### config.mk
export PLATFORM = sky130hd
export DESIGN_NAME = ospt_top
export DESIGN_NICKNAME = d
export VERILOG_FILES = /design/src/design/ospt_pkg.sv /design/src/design/ospt_top.sv
export SDC_FILE = /design/constraint.sdc
export NUM_CORES = 1
export LEC_CHECK = 0
export BUFFER_PORTS_ARGS = -buffer_cell sky130_fd_sc_hd__buf_2
export CAP_MARGIN = 10
export CORE_UTILIZATION = 35
export CTS_BUF_LIST = sky130_fd_sc_hd__clkbuf_4 sky130_fd_sc_hd__clkbuf_8
export CTS_CLUSTER_SIZE = 16
export DETAILED_ROUTE_END_ITERATION = 8
export PLACE_DENSITY = 0.64
export SYNTH_ARGS = -nofsm -noshare
export SYNTH_HDL_FRONTEND = slang
export SYNTH_SLANG_ARGS = --single-unit
export TNS_END_PERCENT = 1
### constraint.sdc
create_clock -name ref_clk -period 1.7 [get_ports ref_clk]
set_clock_uncertainty 0.1 [all_clocks]
set_input_delay 0.255 -clock ref_clk [delete_from_list [all_inputs] [get_ports ref_clk]]
set_output_delay 0.255 -clock ref_clk [all_outputs]
set_load 0.01 [all_outputs]
### src/design/ospt_pkg.sv
// Package: register map, field layout and crystal translation table
package ospt_pkg;

  // Register byte offsets
  localparam logic [11:0] OFS_RCC    = 12'h060;
  localparam logic [11:0] OFS_PLL_TRANSLATION_VALUES = 12'h064;

  // Run-mode clock configuration field positions
  localparam int MAIN_OSCILLATOR_DIS_BIT  = 0;
  localparam int INTERNAL_OSCILLATOR_DIS_BIT  = 1;
  localparam int OSC_SRC_LSB   = 4;
  localparam int OSC_SRC_MSB   = 5;
  localparam int CRYSTAL_CODE_LSB      = 6;
  localparam int CRYSTAL_CODE_MSB      = 9;

  // Translation register field positions
  localparam int PLL_R_LSB = 0;
  localparam int PLL_R_MSB = 4;
  localparam int PLL_F_LSB = 5;
  localparam int PLL_F_MSB = 13;

  // Oscillator source encodings
  localparam logic [1:0] OSC_MAIN     = 2'h0;
  localparam logic [1:0] OSC_INT      = 2'h1;
  localparam logic [1:0] OSC_INT_DIV4 = 2'h2;
  localparam logic [1:0] OSC_INT_30K  = 2'h3;

  // Reset values
  localparam logic [1:0] RST_OSC_SRC  = OSC_INT;
  localparam logic       RST_INTERNAL_OSCILLATOR_DIS = 1'h0;
  localparam logic       RST_MAIN_OSCILLATOR_DIS = 1'h1;
  localparam logic [3:0] RST_CRYSTAL_CODE     = 4'hb;

  // Bus constants
  localparam logic [2:0] HSIZE_WORD = 3'h2;

  // Crystal code to {F, R}; aims the PLL near 400 MHz, F+2 = 400*(R+1)/crystal frequency in MHz
  function automatic logic [13:0] crystal_code_to_pll(input logic [3:0] code);
    logic [13:0] fr;
    fr = 14'h0;
    unique case (code)
      4'h0: fr = {9'h18e, 5'h00};
      4'h1: fr = {9'h0d7, 5'h00};
      4'h2: fr = {9'h0c6, 5'h00};
      4'h3: fr = {9'h0a1, 5'h00};
      4'h4: fr = {9'h14d, 5'h02};
      4'h5: fr = {9'h143, 5'h02};
      4'h6: fr = {9'h18e, 5'h03};
      4'h7: fr = {9'h184, 5'h03};
      4'h8: fr = {9'h195, 5'h04};
      4'h9: fr = {9'h18e, 5'h04};
      4'ha: fr = {9'h184, 5'h04};
      4'hb: fr = {9'h18e, 5'h05};
      4'hc: fr = {9'h184, 5'h05};
      4'hd: fr = {9'h17a, 5'h06};
      4'he: fr = {9'h18e, 5'h07};
      4'hf: fr = {9'h184, 5'h07};
    endcase
    return fr;
  endfunction

endpackage

### src/design/ospt_top.sv
// Oscillator select and crystal to PLL translation, AHB-Lite slave
//
// The implementer's own choice: the AHB-Lite interface to the registers.
`timescale 1ns/100ps
`default_nettype none

module ospt_top #(
  parameter int ADDR_W = 12
) (
  // Clock and reset
  input  wire logic              ref_clk,
  input  wire logic              rstn,
  // AHB-Lite slave
  input  wire logic              hsel,
  input  wire logic [ADDR_W-1:0] haddr,
  input  wire logic [1:0]        htrans,
  input  wire logic              hwrite,
  input  wire logic [2:0]        hsize,
  input  wire logic [31:0]       hwdata,
  input  wire logic              hready,
  output logic                   hreadyout,
  output logic                   hresp,
  output logic [31:0]            hrdata,
  // Oscillator controls
  output logic [1:0]             osc_source,
  output logic                   internal_osc_disable,
  output logic                   main_osc_disable,
  // PLL inputs
  output logic [8:0]             pll_f,
  output logic [4:0]             pll_r
);

  typedef struct packed {
    logic        loaded;
    logic        ph_act;
    logic        ph_write;
    logic        ph_word;
    logic [11:0] ph_addr;
    logic        hreadyout;
    logic [31:0] hrdata;
    logic [3:0]  crystal_code;
    logic [1:0]  osc_src;
    logic        internal_oscillator_dis;
    logic        main_oscillator_dis;
    logic [8:0]  pll_f;
    logic [4:0]  pll_r;
  } ospt_state_s;

  logic [1:0]  rst_sync;
  logic        rst_q;
  ospt_state_s s;
  ospt_state_s next_s;
  logic [13:0] next_fr;
  logic [31:0] rcc_view;
  logic [31:0] pll_view;

  // Reset release through two flops; assert stays asynchronous
  always_ff @(posedge ref_clk or negedge rstn)
  begin
    if (!rstn)
      rst_sync <= 2'h0;
    else
      rst_sync <= {rst_sync[0], 1'h1};
  end

  assign rst_q = rst_sync[1];

  always_comb
  begin
    rcc_view = 32'h0;
    rcc_view[ospt_pkg::CRYSTAL_CODE_MSB:ospt_pkg::CRYSTAL_CODE_LSB] = s.crystal_code;
    rcc_view[ospt_pkg::OSC_SRC_MSB:ospt_pkg::OSC_SRC_LSB] = s.osc_src;
    rcc_view[ospt_pkg::INTERNAL_OSCILLATOR_DIS_BIT] = s.internal_oscillator_dis;
    rcc_view[ospt_pkg::MAIN_OSCILLATOR_DIS_BIT] = s.main_oscillator_dis;
    pll_view = 32'h0;
    pll_view[ospt_pkg::PLL_F_MSB:ospt_pkg::PLL_F_LSB] = s.pll_f;
    pll_view[ospt_pkg::PLL_R_MSB:ospt_pkg::PLL_R_LSB] = s.pll_r;
  end

  always_comb
  begin
    next_s = s;
    next_fr = 14'h0;

    // First cycle after reset release loads the translation; bus stays
    // stalled until then so no read can see an unloaded value
    if (!s.loaded)
    begin
      next_fr = ospt_pkg::crystal_code_to_pll(s.crystal_code);
      next_s.pll_f = next_fr[13:5];
      next_s.pll_r = next_fr[4:0];
      next_s.loaded = 1'h1;
      next_s.hreadyout = 1'h1;
    end

    // Write data phase completes in its first cycle
    if (s.ph_act && s.ph_write && s.hreadyout && s.ph_word)
    begin
      if (s.ph_addr == ospt_pkg::OFS_RCC)
      begin
        next_s.crystal_code = hwdata[ospt_pkg::CRYSTAL_CODE_MSB:ospt_pkg::CRYSTAL_CODE_LSB];
        next_s.osc_src =
          hwdata[ospt_pkg::OSC_SRC_MSB:ospt_pkg::OSC_SRC_LSB];
        next_s.internal_oscillator_dis = hwdata[ospt_pkg::INTERNAL_OSCILLATOR_DIS_BIT];
        next_s.main_oscillator_dis = hwdata[ospt_pkg::MAIN_OSCILLATOR_DIS_BIT];
      end
      // Translation offset has no write path at all
    end

    // Recompute in the same edge as the write, so a read that follows
    // back to back already sees the new translation
    if (s.loaded && (next_s.crystal_code != s.crystal_code))
    begin
      next_fr = ospt_pkg::crystal_code_to_pll(next_s.crystal_code);
      next_s.pll_f = next_fr[13:5];
      next_s.pll_r = next_fr[4:0];
    end

    // Reads take one wait state so the data comes from a flop
    if (s.ph_act && !s.ph_write && !s.hreadyout)
    begin
      unique case (s.ph_addr)
        ospt_pkg::OFS_RCC:    next_s.hrdata = rcc_view;
        ospt_pkg::OFS_PLL_TRANSLATION_VALUES: next_s.hrdata = pll_view;
        default:              next_s.hrdata = 32'h0;
      endcase
      next_s.hreadyout = 1'h1;
    end

    // New address phase
    if (s.loaded && hready)
    begin
      if (hsel && htrans[1])
      begin
        next_s.ph_act = 1'h1;
        next_s.ph_write = hwrite;
        next_s.ph_word = (hsize == ospt_pkg::HSIZE_WORD);
        next_s.ph_addr = 12'(haddr);
        next_s.hreadyout = hwrite;
      end
      else
      begin
        next_s.ph_act = 1'h0;
      end
    end
  end

  always_ff @(posedge ref_clk or negedge rst_q)
  begin
    if (!rst_q)
    begin
      s <= '0;
      s.crystal_code <= ospt_pkg::RST_CRYSTAL_CODE;
      s.osc_src <= ospt_pkg::RST_OSC_SRC;
      s.internal_oscillator_dis <= ospt_pkg::RST_INTERNAL_OSCILLATOR_DIS;
      s.main_oscillator_dis <= ospt_pkg::RST_MAIN_OSCILLATOR_DIS;
    end
    else
    begin
      s <= next_s;
    end
  end

  assign hreadyout = s.hreadyout;
  assign hresp = 1'h0;
  assign hrdata = s.hrdata;
  assign osc_source = s.osc_src;
  assign internal_osc_disable = s.internal_oscillator_dis;
  assign main_osc_disable = s.main_oscillator_dis;
  assign pll_f = s.pll_f;
  assign pll_r = s.pll_r;
endmodule

`default_nettype wire

# Word-level counts from Yosys, hierarchy flattened
# Memories as Yosys holds them, arrays and structs flattened.
# Index checks and enable logic that the tools add are counted.
# Widths: inputs -> output; s select.
# totals
reg_bits	73
latch_bits	0
ramBits	0
rom_bits	384
inputBits	54
output_inout_bits	52
word_cells	43
n_memories	2
# mem_list
name	depth	width	rd	rd_ports_with_merged_regs	write_ports	line_no	rtl
(no name shown)	16	12	1	0	0	ospt_pkg.sv:41	unique case (code)
(no name shown)	16	12	1	0	0	ospt_pkg.sv:41	
# classes
n_addsub	0
n_mul	0
div_mod_pow	0
n_lt_le_gt_ge	0
eq_ne	5
n_shift	0
muxes	10
n_bitwise	0
n_reduce_logical	12
# op_table
cell	count
$mux 33	1
$mux 14	2
$pmux 14 s2	1
$eq 12x7->1 const B	2
$mux 8	2
$logic_and 1x1->1	8
$mux 1	4
$ne 4x4->1	1
$reduce_and 2->1	2
$eq 3x2->1 const B	1
$logic_not 1->1	2
$ne 2x1->1 const B	1

# Logic depth before layout (Yosys ltp)
# logic_depth
depth_word	7
ltp_mapped	13
mapped_depth_nobuf	11

# Worst setup path after synthesis
# OpenSTA, ideal clock, no wires.
# synth_path
path_type	flip-flop to flip-flop
from	register s[57] in the netlist's numbering
to	register s, in the netlist pll_f[3]
setup_time_ns	0.082
arrival_ns	2.405
required_time_ns	1.518
path_slack_ns	-0.887
path_stages_with_launch	13
path_buffers	2
period_less_slack_ns	2.587
path_cell_list	dfrtp_1 > buf_6 > and4b_1 > and4_4 > buf_12 > nor2_1 > a21o_1 > ha_1 > nand2b_1 > nand2_1 > o21ai_0 > a2111o_1 > a31oi_1
# synth_rtl
item	line_no	rtl
start, declared	ospt_top.sv:51	ospt_state_s s;
start signal, assigned	ospt_top.sv:160	s <= next_s;

==> impl_metrics.ini <==
[worst_hold_path]
min_path_type = in2reg
whs_path_depth = 2

[global_route]
grt_usage = 0.160
antenna_found_initial = 0
grt_pass1_vias = 2224
grt_start_max_net_pins = 51
grt_first_pass_wirelength_um = 11300
grt-ovfl-total = 0

[floorplan]
die_h_um = 96.1
core_um2 = 8380
start_util = 0.370
ios = 106
fp.dieW_um = 96.1
dieArea_um2 = 9240
row_count = 33

[timing]
tns_ns = -8.29
finalMaxSlewViolations = 0
finalCriticalPeriod_ns = 2.41
worst_slack_ns = -0.713
rsz0062_at_grt = yes
fin_crit_sh = 1.42
fmax_mhz = 414
setup_viol = 31
hold_viol = 0

[layout]
seq_area_um2 = 1310
final_nets = 441
drive_above_1_share = 0.421
antenna_cells = 0
multiInputGateArea_um2 = 1520
syn2layout_area_growth_pct = 21.9
design_area_um2 = 3780
fillers = 798

[routing]
vias = 2353
drtIter0Drc = 141
wl_per_cell_um = 14.3
drt_first_pass_iters = 4
drt_wl_total_um = 6940
drc = 0
drtAntennaViolNets = 0
viasPerCell = 4.85

[logic_synthesis]
netlist.area_leader.share = 0.379
seq_area_frac_synth = 0.422
synth_seq_cells = 52
yosys.area.top_type = dfrtp_1
synth.area.top_cells = dfrtp_1 (38%), buf_4 (12%), mux2_2 (6.5%), dfstp_2 (4.2%), nand2_1 (4.0%)
ys_warn_count = 0
synthArstFlopShare = 1.00
synthTopCellsByCount = buf_4 (50), dfrtp_1 (47), nand2_1 (33)
avgSynthCellArea_um2 = 10.0
synth_area_um2 = 3100
synthCells = 310
ys.flop_type = dfrtp_1
synth-edff-count = 0
yosys.cell_types.count = 47
synth_most_common_cell = buf_4

[cts]
cts_buffers = 5
insertion_delay_ns = 0.30
cts-root-buf = clkbuf_8
cts.htree.levels = 2
clkTransAtPathRegs_ns = 0.10
cts.path.max_buffers = 2
clock_sinks = 52
cts_tree = yes

[placement]
place_congestion = 0.862
place_hpwl_um = 5290
post_dp_cell_area_um2 = 3500
port_buffers = 58

[power]
p_switching_uw = 707
seq_power_share = 0.551
ir_drop_mv = 0.461
power_uw = 2560
pwr-share-comb = 0.165
pwr_density_cell_nw_per_um2 = 678
power.leakage_uw = 0.00181
sw_frac_of_total = 0.276
clkPwrFrac = 0.285
p_int_uw = 1850

[run_status]
violations = setup timing
status = finished, violations left

[setup_path]
cp-start-kind = flop
required_ns = 1.83
reg2reg_depth = 12
arrival_ns = 2.54
critPathCaptureType = flop
critPathKind = reg2reg
critPathMaxFanout = 4

[job]
cap_violations = 0
## registers in the layout (all words and copies together) (netlist names)
signal,count
s,16
pll_f,9
rcc_view,4
internal_osc_disable,1
hrdata,13
hreadyout,1
rst_sync,2
osc_source,2
main_osc_disable,1
pll_r,3
## routing by layer
layer  global-route usage  vias up  share of wire
li1                     -     1148              -
met1                0.223     1116           0.47
met2                0.259       85           0.47
met3               0.0221        4          0.053
met4               0.0410        0         0.0081
met5                    0        -              0
## through the flow
step / utilization / hold slack (ns) / cells / worst slack, ns
global route: 0.451 / 0.0622 / 485 / -0.873
finish: 0.451 / 0.0756 / 485 / -0.713
detailed placement: 0.418 / -0.0570 / 473 / -0.919
global placement: 0.418 / -0.0595 / 473 / -0.867
floorplan: - / -0.141 / 332 / -0.850
CTS: 0.449 / 0.0698 / 485 / -0.712
## power by group through the flow
stage	Sequential [uW]	Combinational, uW	Clock (uW)
floorplan	1430	315	0
global placement	1430	397	0
detailed placement	1430	404	0
CTS	1410	424	756
global route	1420	467	802
finish	1410	422	729
## repair_timing
action,in CTS,in global routing
gates resized for setup,30,6
buffers inserted,3,0
pin swaps,15,2
hold buffers,1,0
setup endpoints to repair,30,33
endpoints found under the hold margin,2,0
## cells by family (layout without fill, tap and decap cells)
kind of cell / Yosys count / after routing / share of synthesized area
fa+ha+maj: 8 / 8 / 0.0323
other cells: 2 / 24 / 0.00242
flops: 52 / 52 / 0.422
mux: 30 / 30 / 0.104
buf+inv: 75 / 123 / 0.160
simple gates: 73 / 73 / 0.130
compound gates: 66 / 66 / 0.138
xor+xnor: 4 / 4 / 0.0113
## worst paths after layout
| path | startpoint | slack (ns) | to |
|---|---|---|---|
| setup / recovery | s[56] | -0.71 | pll_f[1] |
| setup reg to reg | s[56] | -0.71 | pll_f[1] |
| max in group asynchronous | rst_sync[1] | 1.07 | main_osc_disable |
| hold / removal | haddr[5] | 0.08 | s[60] |
| hold reg to reg | rst_sync[1] | 0.14 | s[64] |
| min in group asynchronous | rst_sync[1] | 0.14 | s[64] |
## layout by cell type (no fill, tap or decap), types with 3 or more instances in the layout
master,instances
buf_2,58
dfrtp_1,46
buf_4,38
nand2_1,32
conb_1,24
mux2_2,18
o21ai_0,13
mux2i_1,11
a21oi_1,11
inv_1,10
nor2_1,8
a22o_1,6
o21ai_1,5
ha_1,5
clkbuf_8,5
dfstp_2,5
buf_6,5
nand2b_1,4
xor2_1,4
o22ai_1,4
or3_1,3
nand3_1,3
nor3_1,3
a31oi_1,3
o211ai_1,3
ha_4,3
## worst max-delay path, cell delays in order, from the launching register on
cell,delay [ns]
dfrtp_1,0.43
nor4b_4,0.33
and4_4,0.31
nor2_2,0.05
a21o_4,0.20
buf_6,0.13
ha_4,0.16
nor2_1,0.08
a21oi_1,0.05
o21ai_1,0.16
buf_4,0.14
mux2i_1,0.06
a21oi_1,0.14
## final cells by class
type,count,area share
Clock buffer,6,0.0202
Inverter,11,0.0116
Multi-Input combinational cell,205,0.403
Clock inverter,2,0.00364
Timing Repair Buffer,104,0.180
Sequential cell,52,0.346
Tap cell,105,0.0348
(Power assumes the default switching activity.)
